==> src/shared/flow_pkg.sv <==
/*
  Shared constants and types for the program-flow branch and skip unit.
  Assumes one 50 MHz core clock and a 32-bit APB register port.
*/
// Functional notes
// RQ1: A pointer call pushes the return address, loads the PC from the 16-bit pointer, takes 3 cycles and leaves flags alone.
// RQ2: An equal compare-skip skips the next instruction (PC + 2 or 3) when both registers match, flags unchanged.
// RQ3: An immediate compare subtracts the constant from the register, stores nothing and updates Z, N, V, C and H.
// RQ4: A register bit-clear skip skips the next instruction (PC + 2 or 3) when the chosen bit is 0.
// RQ5: An I/O bit-set skip skips the next instruction (PC + 2 or 3) when the chosen I/O bit is 1, flags unchanged.
// RQ6: A flag-set branch loads PC + offset + 1 when the chosen status bit is 1, else runs on.
// RQ7: A flag-clear branch loads PC + offset + 1 when the chosen status bit is 0, flags unchanged.
// RQ8: The relative offset is sign-extended before it is added to the PC.
package flow_pkg;

  // ****************************************************************
  // Operations issued by the core
  // ****************************************************************
  typedef enum logic [2:0] {
    OP_NONE         = 3'h0,
    OP_PTR_CALL     = 3'h1,
    OP_EQ_SKIP      = 3'h2,
    OP_IMM_CMP      = 3'h3,
    OP_REG_CLR_SKIP = 3'h4,
    OP_IO_SET_SKIP  = 3'h5,
    OP_FLAG_SET_BR  = 3'h6,
    OP_FLAG_CLR_BR  = 3'h7
  } op_t;

  typedef enum logic [0:0] {
    ST_IDLE = 1'b0,
    ST_CALL = 1'b1
  } state_t;

  // ****************************************************************
  // Timing and step sizes
  // ****************************************************************
  localparam logic [1:0]  CALL_CYCLES = 2'h3;
  localparam logic [1:0]  CALL_WAIT   = CALL_CYCLES - 2'h2;
  localparam logic [15:0] STEP_ONE    = 16'h0001;
  localparam logic [15:0] STEP_SHORT  = 16'h0002;
  localparam logic [15:0] STEP_LONG   = 16'h0003;

  // ****************************************************************
  // Status flag bit positions
  // ****************************************************************
  localparam int FLAG_C = 0;
  localparam int FLAG_Z = 1;
  localparam int FLAG_N = 2;
  localparam int FLAG_V = 3;
  localparam int FLAG_H = 5;

  // ****************************************************************
  // Register map (byte addresses) and fields
  // ****************************************************************
  localparam logic [7:0]  ADDR_CTRL  = 8'h00;
  localparam logic [7:0]  ADDR_FLAGS = 8'h04;
  localparam logic [7:0]  ADDR_PC    = 8'h08;
  localparam logic [7:0]  ADDR_STAT  = 8'h0c;
  localparam int          CTRL_EN    = 0;
  localparam int          STAT_BUSY  = 0;
  localparam int          STAT_SKIP  = 1;
  localparam int          STAT_BR    = 2;
  localparam logic        RST_EN     = 1'b1;
  localparam logic [7:0]  RST_FLAGS  = 8'h00;
  localparam logic [15:0] RST_PC     = 16'h0000;

endpackage

==> src/cmp_sub.sv <==
/*
  Eight-bit compare subtractor: a - b, result discarded, flags out.
  Assumes purely combinational use by the flow unit.
*/
`timescale 1ns/10ps
module cmp_sub
  import flow_pkg::*;
(
  // Operands
  input  wire logic [7:0] a_in,
  input  wire logic [7:0] b_in,
  // Flags of the subtraction
  output logic            z_out,
  output logic            n_out,
  output logic            v_out,
  output logic            c_out,
  output logic            h_out
);

  logic [7:0] diff;

  // Subtract and derive flags; nothing is written back
  always_comb
  begin
    diff  = a_in - b_in;                                 // see RQ3
    z_out = (diff == 8'h00);
    n_out = diff[7];
    v_out = (a_in[7] & ~b_in[7] & ~diff[7]) | (~a_in[7] & b_in[7] & diff[7]);
    c_out = (~a_in[7] & b_in[7]) | (b_in[7] & diff[7]) | (diff[7] & ~a_in[7]);
    h_out = (~a_in[3] & b_in[3]) | (b_in[3] & diff[3]) | (diff[3] & ~a_in[3]);
  end

endmodule

==> src/flow_unit.sv <==
/*
  Program-flow unit: pointer call, compare-skip, immediate compare,
  bit skips and flag branches, plus an APB register port.
  Assumes the core fetch logic presents operands on the same clock and
  holds an operation until issue_ready_out is high.
*/
`timescale 1ns/10ps
module flow_unit
  import flow_pkg::*;
(
  // Clock and reset
  input  wire logic        core_clk_in,
  input  wire logic        rst_in,
  // Operation issue from the core
  input  wire logic        issue_valid_in,
  input  wire op_t         op_in,
  input  wire logic [7:0]  rd_val_in,
  input  wire logic [7:0]  rr_val_in,
  input  wire logic [7:0]  imm_in,
  input  wire logic [7:0]  io_val_in,
  input  wire logic [2:0]  bit_sel_in,
  input  wire logic [6:0]  offset_in,
  input  wire logic [15:0] pointer_in,
  input  wire logic        next_long_in,
  output logic             issue_ready_out,
  // Program counter, stack push and flags
  output logic [15:0]      pc_out,
  output logic             push_valid_out,
  output logic [15:0]      push_addr_out,
  output logic [7:0]       status_flags_out,
  // APB slave
  input  wire logic        psel_in,
  input  wire logic        penable_in,
  input  wire logic        pwrite_in,
  input  wire logic [7:0]  paddr_in,
  input  wire logic [31:0] pwdata_in,
  output logic [31:0]      prdata_out,
  output logic             pready_out,
  output logic             pslverr_out
);

  typedef struct packed {
    state_t      st;
    logic [1:0]  cnt;
    logic [15:0] pc;
    logic [15:0] target;
    logic [7:0]  flags;
    logic        en;
    logic        skip_hit;
    logic        br_hit;
    logic        push_v;
    logic [15:0] push_a;
    logic        ack;
    logic        err;
    logic [31:0] rdata;
  } unit_state_t;

  unit_state_t s_reg;
  unit_state_t s_next;

  logic        cz;
  logic        cn;
  logic        cv;
  logic        cc;
  logic        ch;
  logic        issue;
  logic [15:0] skip_pc;
  logic [15:0] br_pc;
  logic        wr_go;

  // ****************************************************************
  // Helpers
  // ****************************************************************

  // Address decode shared by reads and writes
  function automatic logic addr_ok(input logic [7:0] a);
    addr_ok = (a == ADDR_CTRL) || (a == ADDR_FLAGS) ||
              (a == ADDR_PC) || (a == ADDR_STAT);
  endfunction

  cmp_sub u_cmp (
    .a_in  (rd_val_in),
    .b_in  (imm_in),
    .z_out (cz),
    .n_out (cn),
    .v_out (cv),
    .c_out (cc),
    .h_out (ch)
  );

  // Issue handshake; disabled unit or a running call refuses
  assign issue_ready_out = s_reg.en && (s_reg.st == ST_IDLE);
  assign issue           = issue_valid_in && issue_ready_out;

  // Skip past a one- or two-word follower
  assign skip_pc = s_reg.pc + (next_long_in ? STEP_LONG : STEP_SHORT);
  // Offset widened with its sign so backward targets work
  assign br_pc = s_reg.pc + {{9{offset_in[6]}}, offset_in} + STEP_ONE; // see RQ8

  // Write lands only on the edge that completes the access
  assign wr_go = psel_in && penable_in && pwrite_in && s_reg.ack &&
                 !s_reg.err;

  // ****************************************************************
  // Next-state logic
  // ****************************************************************
  always_comb
  begin
    s_next        = s_reg;
    s_next.push_v = 1'b0;
    // APB: one wait cycle so read data comes from a flop
    s_next.ack    = psel_in && penable_in && !s_reg.ack;
    s_next.err    = !addr_ok(paddr_in);
    s_next.rdata  = 32'h0000_0000;
    unique case (paddr_in)
      ADDR_CTRL:  s_next.rdata[CTRL_EN] = s_reg.en;
      ADDR_FLAGS: s_next.rdata[7:0] = s_reg.flags;
      ADDR_PC:    s_next.rdata[15:0] = s_reg.pc;
      ADDR_STAT:
      begin
        s_next.rdata[STAT_BUSY] = (s_reg.st == ST_CALL);
        s_next.rdata[STAT_SKIP] = s_reg.skip_hit;
        s_next.rdata[STAT_BR]   = s_reg.br_hit;
      end
      default:    s_next.rdata = 32'h0000_0000;
    endcase
    if (wr_go)
    begin
      unique case (paddr_in)
        ADDR_CTRL:  s_next.en = pwdata_in[CTRL_EN];
        ADDR_FLAGS: s_next.flags = pwdata_in[7:0];
        ADDR_PC:    s_next.pc = pwdata_in[15:0];
        default:    s_next.en = s_reg.en;
      endcase
    end
    // Core side; an executing operation wins over a software write
    unique case (s_reg.st)
      ST_IDLE:
      begin
        if (issue)
        begin
          s_next.skip_hit = 1'b0;
          s_next.br_hit   = 1'b0;
          s_next.pc       = s_reg.pc + STEP_ONE;
          unique case (op_in)
            OP_PTR_CALL:
            begin
              s_next.push_v = 1'b1;                      // see RQ1
              s_next.push_a = s_reg.pc + STEP_ONE;       // see RQ1
              s_next.target = pointer_in;
              s_next.pc     = s_reg.pc;
              s_next.cnt    = CALL_WAIT;
              s_next.st     = ST_CALL;
            end
            OP_EQ_SKIP:
            begin
              if (rd_val_in == rr_val_in)                // see RQ2
              begin
                s_next.pc       = skip_pc;
                s_next.skip_hit = 1'b1;
              end
            end
            OP_IMM_CMP:
            begin
              s_next.flags[FLAG_Z] = cz;                 // see RQ3
              s_next.flags[FLAG_N] = cn;
              s_next.flags[FLAG_V] = cv;
              s_next.flags[FLAG_C] = cc;
              s_next.flags[FLAG_H] = ch;
            end
            OP_REG_CLR_SKIP:
            begin
              if (!rd_val_in[bit_sel_in])                // see RQ4
              begin
                s_next.pc       = skip_pc;
                s_next.skip_hit = 1'b1;
              end
            end
            OP_IO_SET_SKIP:
            begin
              if (io_val_in[bit_sel_in])                 // see RQ5
              begin
                s_next.pc       = skip_pc;
                s_next.skip_hit = 1'b1;
              end
            end
            OP_FLAG_SET_BR:
            begin
              if (s_reg.flags[bit_sel_in])               // see RQ6
              begin
                s_next.pc     = br_pc;
                s_next.br_hit = 1'b1;
              end
            end
            OP_FLAG_CLR_BR:
            begin
              if (!s_reg.flags[bit_sel_in])              // see RQ7
              begin
                s_next.pc     = br_pc;
                s_next.br_hit = 1'b1;
              end
            end
            OP_NONE:    s_next.pc = s_reg.pc;
          endcase
        end
      end
      ST_CALL:
      begin
        // Issue cycle plus two more make the three-cycle call
        if (s_reg.cnt == 2'h0)
        begin
          s_next.pc = s_reg.target;                      // see RQ1
          s_next.st = ST_IDLE;
        end
        else
        begin
          s_next.cnt = s_reg.cnt - 2'h1;
        end
      end
    endcase
  end

  // ****************************************************************
  // State register
  // ****************************************************************
  always_ff @(posedge core_clk_in or posedge rst_in)
  begin
    if (rst_in)
    begin
      s_reg       <= '0;
      s_reg.st    <= ST_IDLE;
      s_reg.en    <= RST_EN;
      s_reg.flags <= RST_FLAGS;
      s_reg.pc    <= RST_PC;
    end
    else
    begin
      s_reg <= s_next;
    end
  end

  // Outputs straight from flops, except pslverr_out, which gates err with ack, and issue_ready_out, decoded from en and st above
  assign pc_out           = s_reg.pc;
  assign push_valid_out   = s_reg.push_v;
  assign push_addr_out    = s_reg.push_a;
  assign status_flags_out = s_reg.flags;
  assign prdata_out       = s_reg.rdata;
  assign pready_out       = s_reg.ack;
  assign pslverr_out      = s_reg.ack && s_reg.err;

endmodule

==> config.mk <==
export PLATFORM = sky130hd
export DESIGN_NAME = flow_unit
export DESIGN_NICKNAME = d
export VERILOG_FILES = /design/src/shared/flow_pkg.sv /design/src/cmp_sub.sv /design/src/flow_unit.sv
export SDC_FILE = /design/constraint.sdc
export NUM_CORES = 1
export LEC_CHECK = 0
export ABC_AREA = 1
export ABC_CLOCK_PERIOD_IN_PS = 7540
export BUFFER_PORTS_ARGS = -buffer_cell sky130_fd_sc_hd__buf_2
export CAP_MARGIN = 15
export CORE_ASPECT_RATIO = 0.8
export CORE_MARGIN = 4
export CORE_UTILIZATION = 50
export CTS_BUF_LIST = sky130_fd_sc_hd__clkbuf_8
export CTS_CLUSTER_DIAMETER = 120
export DETAILED_ROUTE_END_ITERATION = 12
export PLACE_DENSITY = 0.76
export SLEW_MARGIN = 20
export SYNTH_ARGS = -nofsm -noshare
export SYNTH_HDL_FRONTEND = slang
export SYNTH_HIERARCHICAL = 1
export SYNTH_SLANG_ARGS = --single-unit
==> constraint.sdc <==
create_clock -name core_clk_in -period 7.54 [get_ports core_clk_in]
set_input_delay 1.131 -clock core_clk_in [delete_from_list [all_inputs] [get_ports core_clk_in]]
set_output_delay 1.131 -clock core_clk_in [all_outputs]
set_load 0.005 [all_outputs]
==> results of run 1 <==
## cells by family (layout without fill, tap and decap cells)
logic type / count (synthesis) / after routing / share of synthesized area
flops: 81 / 81 / 0.2816
other cells: 1 / 16 / 0.0005206
buf+inv: 252 / 325 / 0.1721
compound gates: 142 / 142 / 0.1087
xor+xnor: 28 / 28 / 0.03404
fa+ha+maj: 34 / 34 / 0.06323
simple gates: 583 / 583 / 0.3398
## worst max-delay path, cell delays in order
cell     delay (ns)
buf_2          0.09
nand2_1        0.26
nor3_1         0.25
buf_4          0.23
inv_1          0.36
nor2_4         0.70
inv_1          0.64
nand2_1        0.27
o21ai_0        0.11
## routing by layer
layer	GRT usage	vias up
met2	0.3788	316
met3	0.05364	26
met5	0	-
li1	-	3606
met1	0.3685	3266
met4	0.05818	0
## Yosys cell counts, types with 2 or more instances
| cell | number | area (um^2) |
|---|---|---|
| nand2_1 | 353 | 1325 |
| nand3_1 | 76 | 380.4 |
| nor3_2 | 2 | 20.02 |
| nor2_4 | 2 | 22.52 |
| nor3_1 | 8 | 40.04 |
| or2_2 | 3 | 18.77 |
| dfrtp_1 | 80 | 2002 |
| a22oi_1 | 2 | 15.01 |
| inv_2 | 7 | 26.28 |
| o22ai_1 | 6 | 37.54 |
| nand3_2 | 5 | 50.05 |
| or2_1 | 3 | 18.77 |
| o21ai_1 | 3 | 15.01 |
| o21ai_0 | 60 | 300.3 |
| a31oi_1 | 6 | 37.54 |
| ha_1 | 30 | 375.4 |
| a21oi_1 | 51 | 255.2 |
| buf_2 | 4 | 20.02 |
| clkbuf_1 | 17 | 63.81 |
| xor2_1 | 23 | 201.4 |
| buf_6 | 2 | 22.52 |
| nor2_1 | 107 | 401.6 |
| o221ai_1 | 8 | 70.07 |
| xnor2_1 | 5 | 43.79 |
| fa_1 | 4 | 80.08 |
| nand3b_1 | 6 | 45.04 |
| and2_1 | 2 | 12.51 |
| o21bai_1 | 2 | 15.01 |
| nor2_2 | 5 | 31.28 |
| buf_4 | 73 | 548.0 |
| nand2_2 | 5 | 31.28 |
| a21oi_2 | 2 | 17.52 |
| inv_1 | 148 | 555.5 |
| nand4_1 | 4 | 25.02 |
## per-stage QoR
stage	instances	setup slack, ns	util	hold WS (ns)
2_1_floorplan	1136	4.331	-	0.4422
3_3_place_gp	1373	3.432	0.5495	0.4534
3_5_place_dp	1373	3.384	0.5495	0.4579
4_1_cts	1389	3.749	0.5654	0.4787
5_1_grt	1389	3.376	0.5657	0.5016
6_report	1389	3.700	0.5657	0.4759
## power by group through the flow
stage               clock, uW  combinational, uW  sequential, uW
floorplan                   0                937             655
finish                    350               1180             720
global route              376               1330             734
detailed placement          0               1150             721
global placement            0               1130             719
CTS                       356               1160             712
## worst paths after layout
check                                 startpoint          endpoint  slack [ns]
min in group asynchronous                 rst_in  push_addr_out[1]        0.95
max in group asynchronous                 rst_in     prdata_out[5]        6.08
worst max register to register         s_reg[96]         s_reg[94]        3.77
worst min-delay path            push_addr_out[2]  push_addr_out[2]        0.48
worst max-delay path              issue_valid_in         s_reg[94]        3.70
worst min register to register  push_addr_out[2]  push_addr_out[2]        0.48
## area by class of cell
type / count / area (um^2)
fillers: 1383 / 6010
multi-input cells: 803 / 3991
flip-flops and latches: 81 / 2028
repair buffers: 153 / 774.5
inverters: 156 / 586.8
well taps: 180 / 225.2
clock buffers: 10 / 137.6
clock inverters: 6 / 82.58
==> out/metrics.yaml, run 1 <==
status: "finished, final reports clean"
dieHeight_um: 115.4
grt_max_degree: 82
cts_sinks: 81
drc: 0
synthCells: 1121
wirelength_um: 20550
wl_per_cell_um: 14.79
timing.fmax_ghz: 0.2604
cts_setup_buffers: 0
hp-class: "reg -> reg"
maxCapViolCount: 0
synthFlopType: "dfrtp_1"
drt-initial-drc-count: 668
syn_to_final_growth_pct: 8.650
clockBufferDepth: 2
syn_area_mm2: 0.007203
ff2ff_path_depth: 9
clock_power_share: 0.156
p_total_uw: 2246
finalCritPeriodShare: 0.5093
clock_latency_ns: 0.36
final_common_cell: "nand2_1"
gp_congestion: 0.9883
p_sw_uw: 1067
finalMaxSlewViolations: 0
synth_cell_types: 41
grt_pass1_vias: 6521
dieWidth_um: 142.2
most-common-layout-cells: "nand2_1 (353), buf_2 (151), inv_1 (148)"
drive_gt1_frac: 0.1687
viasPerCell: 5.194
hold_viol: 0
ys_ff_latch: 81
cts_made_buffers: 9
grt_usage: 0.2506
rsz0062_at_grt: "false"
critPathLaunchType: "input pin"
swShare: 0.4750
wl_met3_um: 2081
ir_worst_vdd_mv: 0.2396
dieArea_mm2: 0.01640
cts_root_buf: "clkbuf_8"
cp-end-kind: "flop"
dpl_cell_area_mm2: 0.007602
rows: 38
num_vias: 7214
cts_tree: "done"
hold_depth: 2
nets: 1346
start_util: 0.5206
crit_fanout: 35
htreeDepth: 3
portBuffers: 151
criticalPathCategory: "in -> reg"
num_io_pins: 184
seqPwrFrac: 0.321
setup_tns_ns: 0
gr-total-overflow: 0
synth_edf_count: 0
max_slew_margin: 0.3944
seq_area_frac_synth: 0.2816
intPower_uw: 1179
cts_resized: 0
dr.pass1.iters: 6
wl_met1_um: 9312
fin_crit_ns: 3.840
holdBufCountCts: 0
core-area_mm2: 0.01384
fin_skew_ns: 0.01116
drt.antenna.violating_nets: 0
p_leak_uw: 0.004488
hpwl_um: 16330
cp.arrival_ns: 4.08
finish.instance_area_mm2: 0.007826
grt_pass1_wl_um: 32670
largest_reg_flops: 23
antenna_found_initial: 0
worstPathRequired_ns: 7.78
met2_length_um: 8816
top_layer: "met4"
setup_viol: 0
diodes: 0
power.density_mw_per_mm2: 287.0
p_comb_frac: 0.524
cts.clk_slew.worst_paths_ns: 0.08
syn_area_per_cell_um2: 6.426
async_flop_share: 1.000
synth_warnings: 6
worst_pin_slew_ns: 0.9075
(Power assumes the default switching activity.)
==> inputs of run 2 (changes only) <==
--- a/config.mk
+++ b/config.mk
@@ -6,7 +6,7 @@
 export NUM_CORES = 1
 export LEC_CHECK = 0
 export ABC_AREA = 1
-export ABC_CLOCK_PERIOD_IN_PS = 7540
+export ABC_CLOCK_PERIOD_IN_PS = 4000
 export BUFFER_PORTS_ARGS = -buffer_cell sky130_fd_sc_hd__buf_2
 export CAP_MARGIN = 15
 export CORE_ASPECT_RATIO = 0.8
==> constraint.sdc (replaced) <==
create_clock -name core_clk_in -period 4 [get_ports core_clk_in]
set_input_delay 0.6 -clock core_clk_in [delete_from_list [all_inputs] [get_ports core_clk_in]]
set_output_delay 0.6 -clock core_clk_in [all_outputs]
set_load 0.005 [all_outputs]
==> out/metrics.yaml, run 2 (synthesis gave the netlist of run 1 again) <==
status: "finished, final reports clean"
drive_gt1_frac: 0.1722  # +0.003424
hpwl_um: 16450  # +0.72%
drt-initial-drc-count: 621  # -7.0%
ir_worst_vdd_mv: 0.2927  # +22%
grt_pass1_vias: 6555  # +0.52%
finish.instance_area_mm2: 0.007848  # +0.27%
cts_root_buf: "clkbuf_8"
grt_usage: 0.2516  # +0.0009710
hold_viol: 0  # unchanged
gp_congestion: 0.9437  # -4.5%
wirelength_um: 20750  # +0.99%
criticalPathCategory: "reg -> reg"
final_common_cell: "nand2_1"
critPathLaunchType: "flop"
cp-end-kind: "flop"
drc: 0  # unchanged
wl_per_cell_um: 14.89  # +0.63%
rsz0062_at_grt: "false"
viasPerCell: 5.128  # -1.3%
gr-total-overflow: 0  # unchanged
power.density_mw_per_mm2: 534.9  # +86%
nets: 1351  # +0.37%
ff2ff_setup_slack_ns: 1.12  # -2.65 ns
clockBufferDepth: 2  # unchanged
max_slew_margin: 0.3759  # -0.01847
portBuffers: 151  # unchanged
rows: 38  # unchanged
htreeDepth: 3  # unchanged
cts.clk_slew.worst_paths_ns: 0.09  # about the same
dpl_cell_area_mm2: 0.007640  # +0.49%
setup_viol: 0  # unchanged
most-common-layout-cells: "nand2_1 (353), buf_2 (151), inv_1 (148)"
cts_setup_buffers: 0  # unchanged
num_io_pins: 184  # unchanged
finalCritPeriodShare: 0.7209
core-area_mm2: 0.01384  # unchanged
finalMaxSlewViolations: 0  # unchanged
cts_sinks: 81  # unchanged
clock_latency_ns: 0.36  # about the same
syn_to_final_growth_pct: 8.946
maxCapViolCount: 0  # unchanged
hp-class: "in -> async"
cts_made_buffers: 9  # unchanged
cts_tree: "done"
cp.arrival_ns: 3.13  # -0.95 ns
worstPathRequired_ns: 4.25  # -3.53 ns
cts_resized: 0  # unchanged
start_util: 0.5206  # unchanged
hold_ws_ns: 0.3606  # -0.1153 ns
dieWidth_um: 142.2  # unchanged
antenna_found_initial: 0  # unchanged
crit_fanout: 7  # -80%
dieHeight_um: 115.4  # unchanged
diodes: 0  # unchanged
grt_max_degree: 60  # -27%
worst_pin_slew_ns: 0.9351  # +0.02767 ns
largest_reg_flops: 23  # unchanged
dieArea_mm2: 0.01640  # unchanged
drt.antenna.violating_nets: 0  # unchanged
fin_crit_ns: 2.884
dr.pass1.iters: 5  # -1
holdBufCountCts: 0  # unchanged
num_vias: 7148  # -0.91%
grt_pass1_wl_um: 32810  # +0.42%
p_total_uw: 4198  # +87%
setup_tns_ns: 0  # unchanged
fin_skew_ns: 0.01046  # -0.0007008 ns
timing.fmax_ghz: 0.3468
p_leak_uw: 0.004501  # +0.29%
-- run 2: cell types whose count changed in the layout (fill, tap and decap cells not counted) --
cell	previous run	this run
clkinv_2	3	1
buf_4	1	7
clkinvlp_4	0	1
bufinv_16	2	1
clkbuf_8	10	11
buf_6	1	0
inv_4	0	1
-- run 2: per-layer routing --
metal,track usage,part of all wire,wire length [um],vias to the layer above
met5,0,0,0,-
met4,0.05563,0.016,325,0
met3,0.04116,0.086,1778,26
met2,0.3851,0.43,8936,311
met1,0.3751,0.47,9713,3207
li1,-,-,-,3604
-- run 2: power by group --
part	total (uW)	internal, uW	switching, uW	leakage [uW]
registers	1350	1050	302	0.00100
logic	2230	815	1410	0.00339
clock network	621	320	301	0.000107
-- run 2: path summary, 6_finish.rpt --
kind / cells after the start / from / end
min in group core_clk_in: 3 / pointer_in[15] / s_reg[77]
worst max-delay path: 14 / pc_out[0] / pc_out[6]
worst min register to register: 2 / push_addr_out[10] / push_addr_out[10]
max in group asynchronous: 3 / rst_in / pc_out[13]
worst min-delay path: 2 / rst_in / push_addr_out[1]
worst max register to register: 14 / pc_out[0] / pc_out[6]
-- run 2: per-stage QoR --
| stage | setup WS [ns] | utilization | std cells |
|---|---|---|---|
| final | 1.116 | 0.5672 | 1394 |
| after global routing | 0.8446 | 0.5672 | 1394 |
| after CTS | 1.170 | 0.5671 | 1394 |
| after detailed placement | 1.197 | 0.5522 | 1378 |
| after global placement | 1.227 | 0.5522 | 1378 |
| after floorplan | 1.322 | - | 1136 |
-- run 2: critical path, stage by stage, from the launching register on --
cell and delay, ns:
dfrtp_1 0.46, inv_1 0.25, ha_1 0.19, inv_1 0.04
fa_1 0.41, nand3_1 0.10, nand3b_1 0.25, nand2_1 0.14
nand2_1 0.12, xnor2_1 0.29, nor2_1 0.08, a21oi_1 0.14
nand3_1 0.09, a21oi_1 0.13, nor2_1 0.05
-- run 2: layout make-up --
type,count,area [um^2]
Fill cell,1360,5988
Multi-Input combinational cell,803,3991
Sequential cell,81,2028
Timing Repair Buffer,158,808.3
Inverter,156,588.1
Tap cell,180,225.2
Clock buffer,11,151.4
Clock inverter,5,55.05
==> inputs of run 3 (changes only) <==
--- a/config.mk
+++ b/config.mk
@@ -6,7 +6,7 @@
 export NUM_CORES = 1
 export LEC_CHECK = 0
 export ABC_AREA = 1
-export ABC_CLOCK_PERIOD_IN_PS = 4000
+export ABC_CLOCK_PERIOD_IN_PS = 2300
 export BUFFER_PORTS_ARGS = -buffer_cell sky130_fd_sc_hd__buf_2
 export CAP_MARGIN = 15
 export CORE_ASPECT_RATIO = 0.8
@@ -15,7 +15,7 @@
 export CTS_BUF_LIST = sky130_fd_sc_hd__clkbuf_8
 export CTS_CLUSTER_DIAMETER = 120
 export DETAILED_ROUTE_END_ITERATION = 12
-export PLACE_DENSITY = 0.76
+export PLACE_DENSITY = 0.79
 export SLEW_MARGIN = 20
 export SYNTH_ARGS = -nofsm -noshare
 export SYNTH_HDL_FRONTEND = slang
==> constraint.sdc (replaced) <==
create_clock -name core_clk_in -period 2.3 [get_ports core_clk_in]
set_input_delay 0.345 -clock core_clk_in [delete_from_list [all_inputs] [get_ports core_clk_in]]
set_output_delay 0.345 -clock core_clk_in [all_outputs]
set_load 0.005 [all_outputs]
==> out/metrics.yaml, run 3 (synthesis gave the netlist of run 1 again) <==
fin_crit_ns: 2.390  # -0.4938 ns
drc: 0  # unchanged
crit_chain: "inv_1, ha_2, inv_2, fa_2, nand3_2, nand3b_1, nand2_1, nand2_2, xnor2_2, nor2_1, a21oi_1, nand3_1, a21oi_1, nor2_1"
multiInputGateArea_mm2: 0.004048  # +1.4%
fin_skew_ns: 0.01582  # +0.005365 ns
syn_to_final_growth_pct: 15.65
gp_congestion: 1.018  # +7.9%
dpl_cell_area_mm2: 0.008015  # +4.9%
timing.fmax_ghz: 0.4184  # +21%
ir_worst_vdd_mv: 0.5498  # +88%
grt_pass1_wl_um: 34780  # +6.0%
max_slew_margin: 0.6118  # +0.2359
antenna_found_initial: 0  # unchanged
fillers: 1292  # -5.0%
wirelength_um: 22450  # +8.2%
gr-total-overflow: 0  # unchanged
most-common-layout-cells: "nand2_1 (351), buf_2 (151), inv_1 (148)"
path_delay_family: "simple AND/OR/NAND/NOR gates"
cp.arrival_ns: 2.63  # -0.50 ns
cp-end-kind: "flop"
drive_gt1_frac: 0.2174  # +0.04523
regArea_mm2: 0.002029  # about the same
critPathLaunchType: "flop"
dp_slack_ns: -0.1444  # -1.342 ns
finalMaxSlewViolations: 0  # unchanged
cts_tree: "done"
hp-class: "in -> async"
dieWidth_um: 142.2  # unchanged
drt-initial-drc-count: 798  # +29%
rows: 38  # unchanged
diodes: 0  # unchanged
grt_pass1_vias: 7030  # +7.2%
cts_sinks: 81  # unchanged
clockBufferDepth: 2  # unchanged
power.density_mw_per_mm2: 968.7  # +81%
criticalPathCategory: "reg -> reg"
stdcell_count: 1445  # +3.7%
start_util: 0.5206  # unchanged
nets: 1402  # +3.8%
cts_made_buffers: 9  # unchanged
place_inst: 1426  # +3.5%
timing.final.ws_setup_ns: -0.08985  # -1.206 ns
worstPathRequired_ns: 2.54  # -1.71 ns
p_leak_uw: 0.004774  # +6.1%
wl_per_cell_um: 15.53  # +4.3%
cts.clk_slew.worst_paths_ns: 0.08  # about the same
dieArea_mm2: 0.01640  # unchanged
hold_viol: 0  # unchanged
final_common_cell: "nand2_1"
status: "finished, violations left"
crit_fanout: 4  # -3
core-area_mm2: 0.01384  # unchanged
portBuffers: 151  # unchanged
grt_usage: 0.2680  # +0.01634
num_vias: 7634  # +6.8%
violations: "negative setup slack"
grt_max_degree: 35  # -42%
finish.instance_area_mm2: 0.008330  # +6.2%
rsz0062_at_grt: "true"
finalCritPeriodShare: 1.039  # +0.3182
maxCapViolCount: 0  # unchanged
dieHeight_um: 115.4  # unchanged
dr.pass1.iters: 6  # +1
p_total_uw: 8070  # +92%
clock_latency_ns: 0.37  # about the same
worst_pin_slew_ns: 0.5809  # -0.3543 ns
num_io_pins: 184  # unchanged
drt.antenna.violating_nets: 0  # unchanged
setup_viol: 2  # +2
hpwl_um: 17860  # +8.6%
viasPerCell: 5.283  # +3.0%
cts_root_buf: "clkbuf_8"
htreeDepth: 3  # unchanged
cpMaxStageDelayCell: "dfrtp_1"
path_buf_inv: 2  # unchanged
worst_path_largest_cell_delay_ns: 0.39  # -0.07 ns
largest_reg_flops: 23  # unchanged
hold_ws_ns: 0.00008221  # -0.3606 ns
[run 3: worst paths after layout]
path | startpoint | to | slack, ns | depth (start not counted)
worst min-delay path | rst_in | s_reg[62] | 0.00008 | 2
worst min register to register | push_addr_out[15] | push_addr_out[15] | 0.48 | 2
max in group asynchronous | rst_in | pc_out[7] | 1.69 | 3
worst max register to register | pc_out[0] | pc_out[6] | -0.09 | 14
worst max-delay path | pc_out[0] | pc_out[6] | -0.09 | 14
min in group core_clk_in | pointer_in[8] | s_reg[70] | 0.18 | 3
[run 3: per-layer routing]
metal | wire [um] | global-route usage | vias up
met3 | 2463 | 0.05322 | 60
li1 | - | - | 3707
met5 | 0 | 0 | -
met4 | 560 | 0.07928 | 0
met2 | 9704 | 0.4128 | 452
met1 | 9720 | 0.3831 | 3415
[run 3: power breakdown]
group	internal, uW	switching (uW)
clock network	714	533
logic	1790	2870
registers	1830	339
total	4320	3750
[run 3: metrics by stage]
stage / setup TNS, ns / util
after detailed placement: -0.4745 / 0.5793
final: -0.1065 / 0.6021
after floorplan: 0 / -
after global placement: -0.2752 / 0.5793
after CTS: 0 / 0.5980
after global routing: -0.5279 / 0.6021
[run 3: timing repair]
| action | in CTS | in global routing |
|---|---|---|
| setup endpoints to repair | 2 | 6 |
| hold buffers | 0 | 0 |
| pin swaps | 2 | 3 |
| setup buffers | 1 | 2 |
| gates resized for setup | 4 | 14 |
[run 3: area by class of cell]
class / count / area share
Multi-Input combinational cell: 803 / 0.4859
Sequential cell: 81 / 0.2436
Timing Repair Buffer: 209 / 0.1445
Inverter: 156 / 0.07074
Tap cell: 180 / 0.02704
Clock buffer: 9 / 0.01487
Clock inverter: 7 / 0.01337
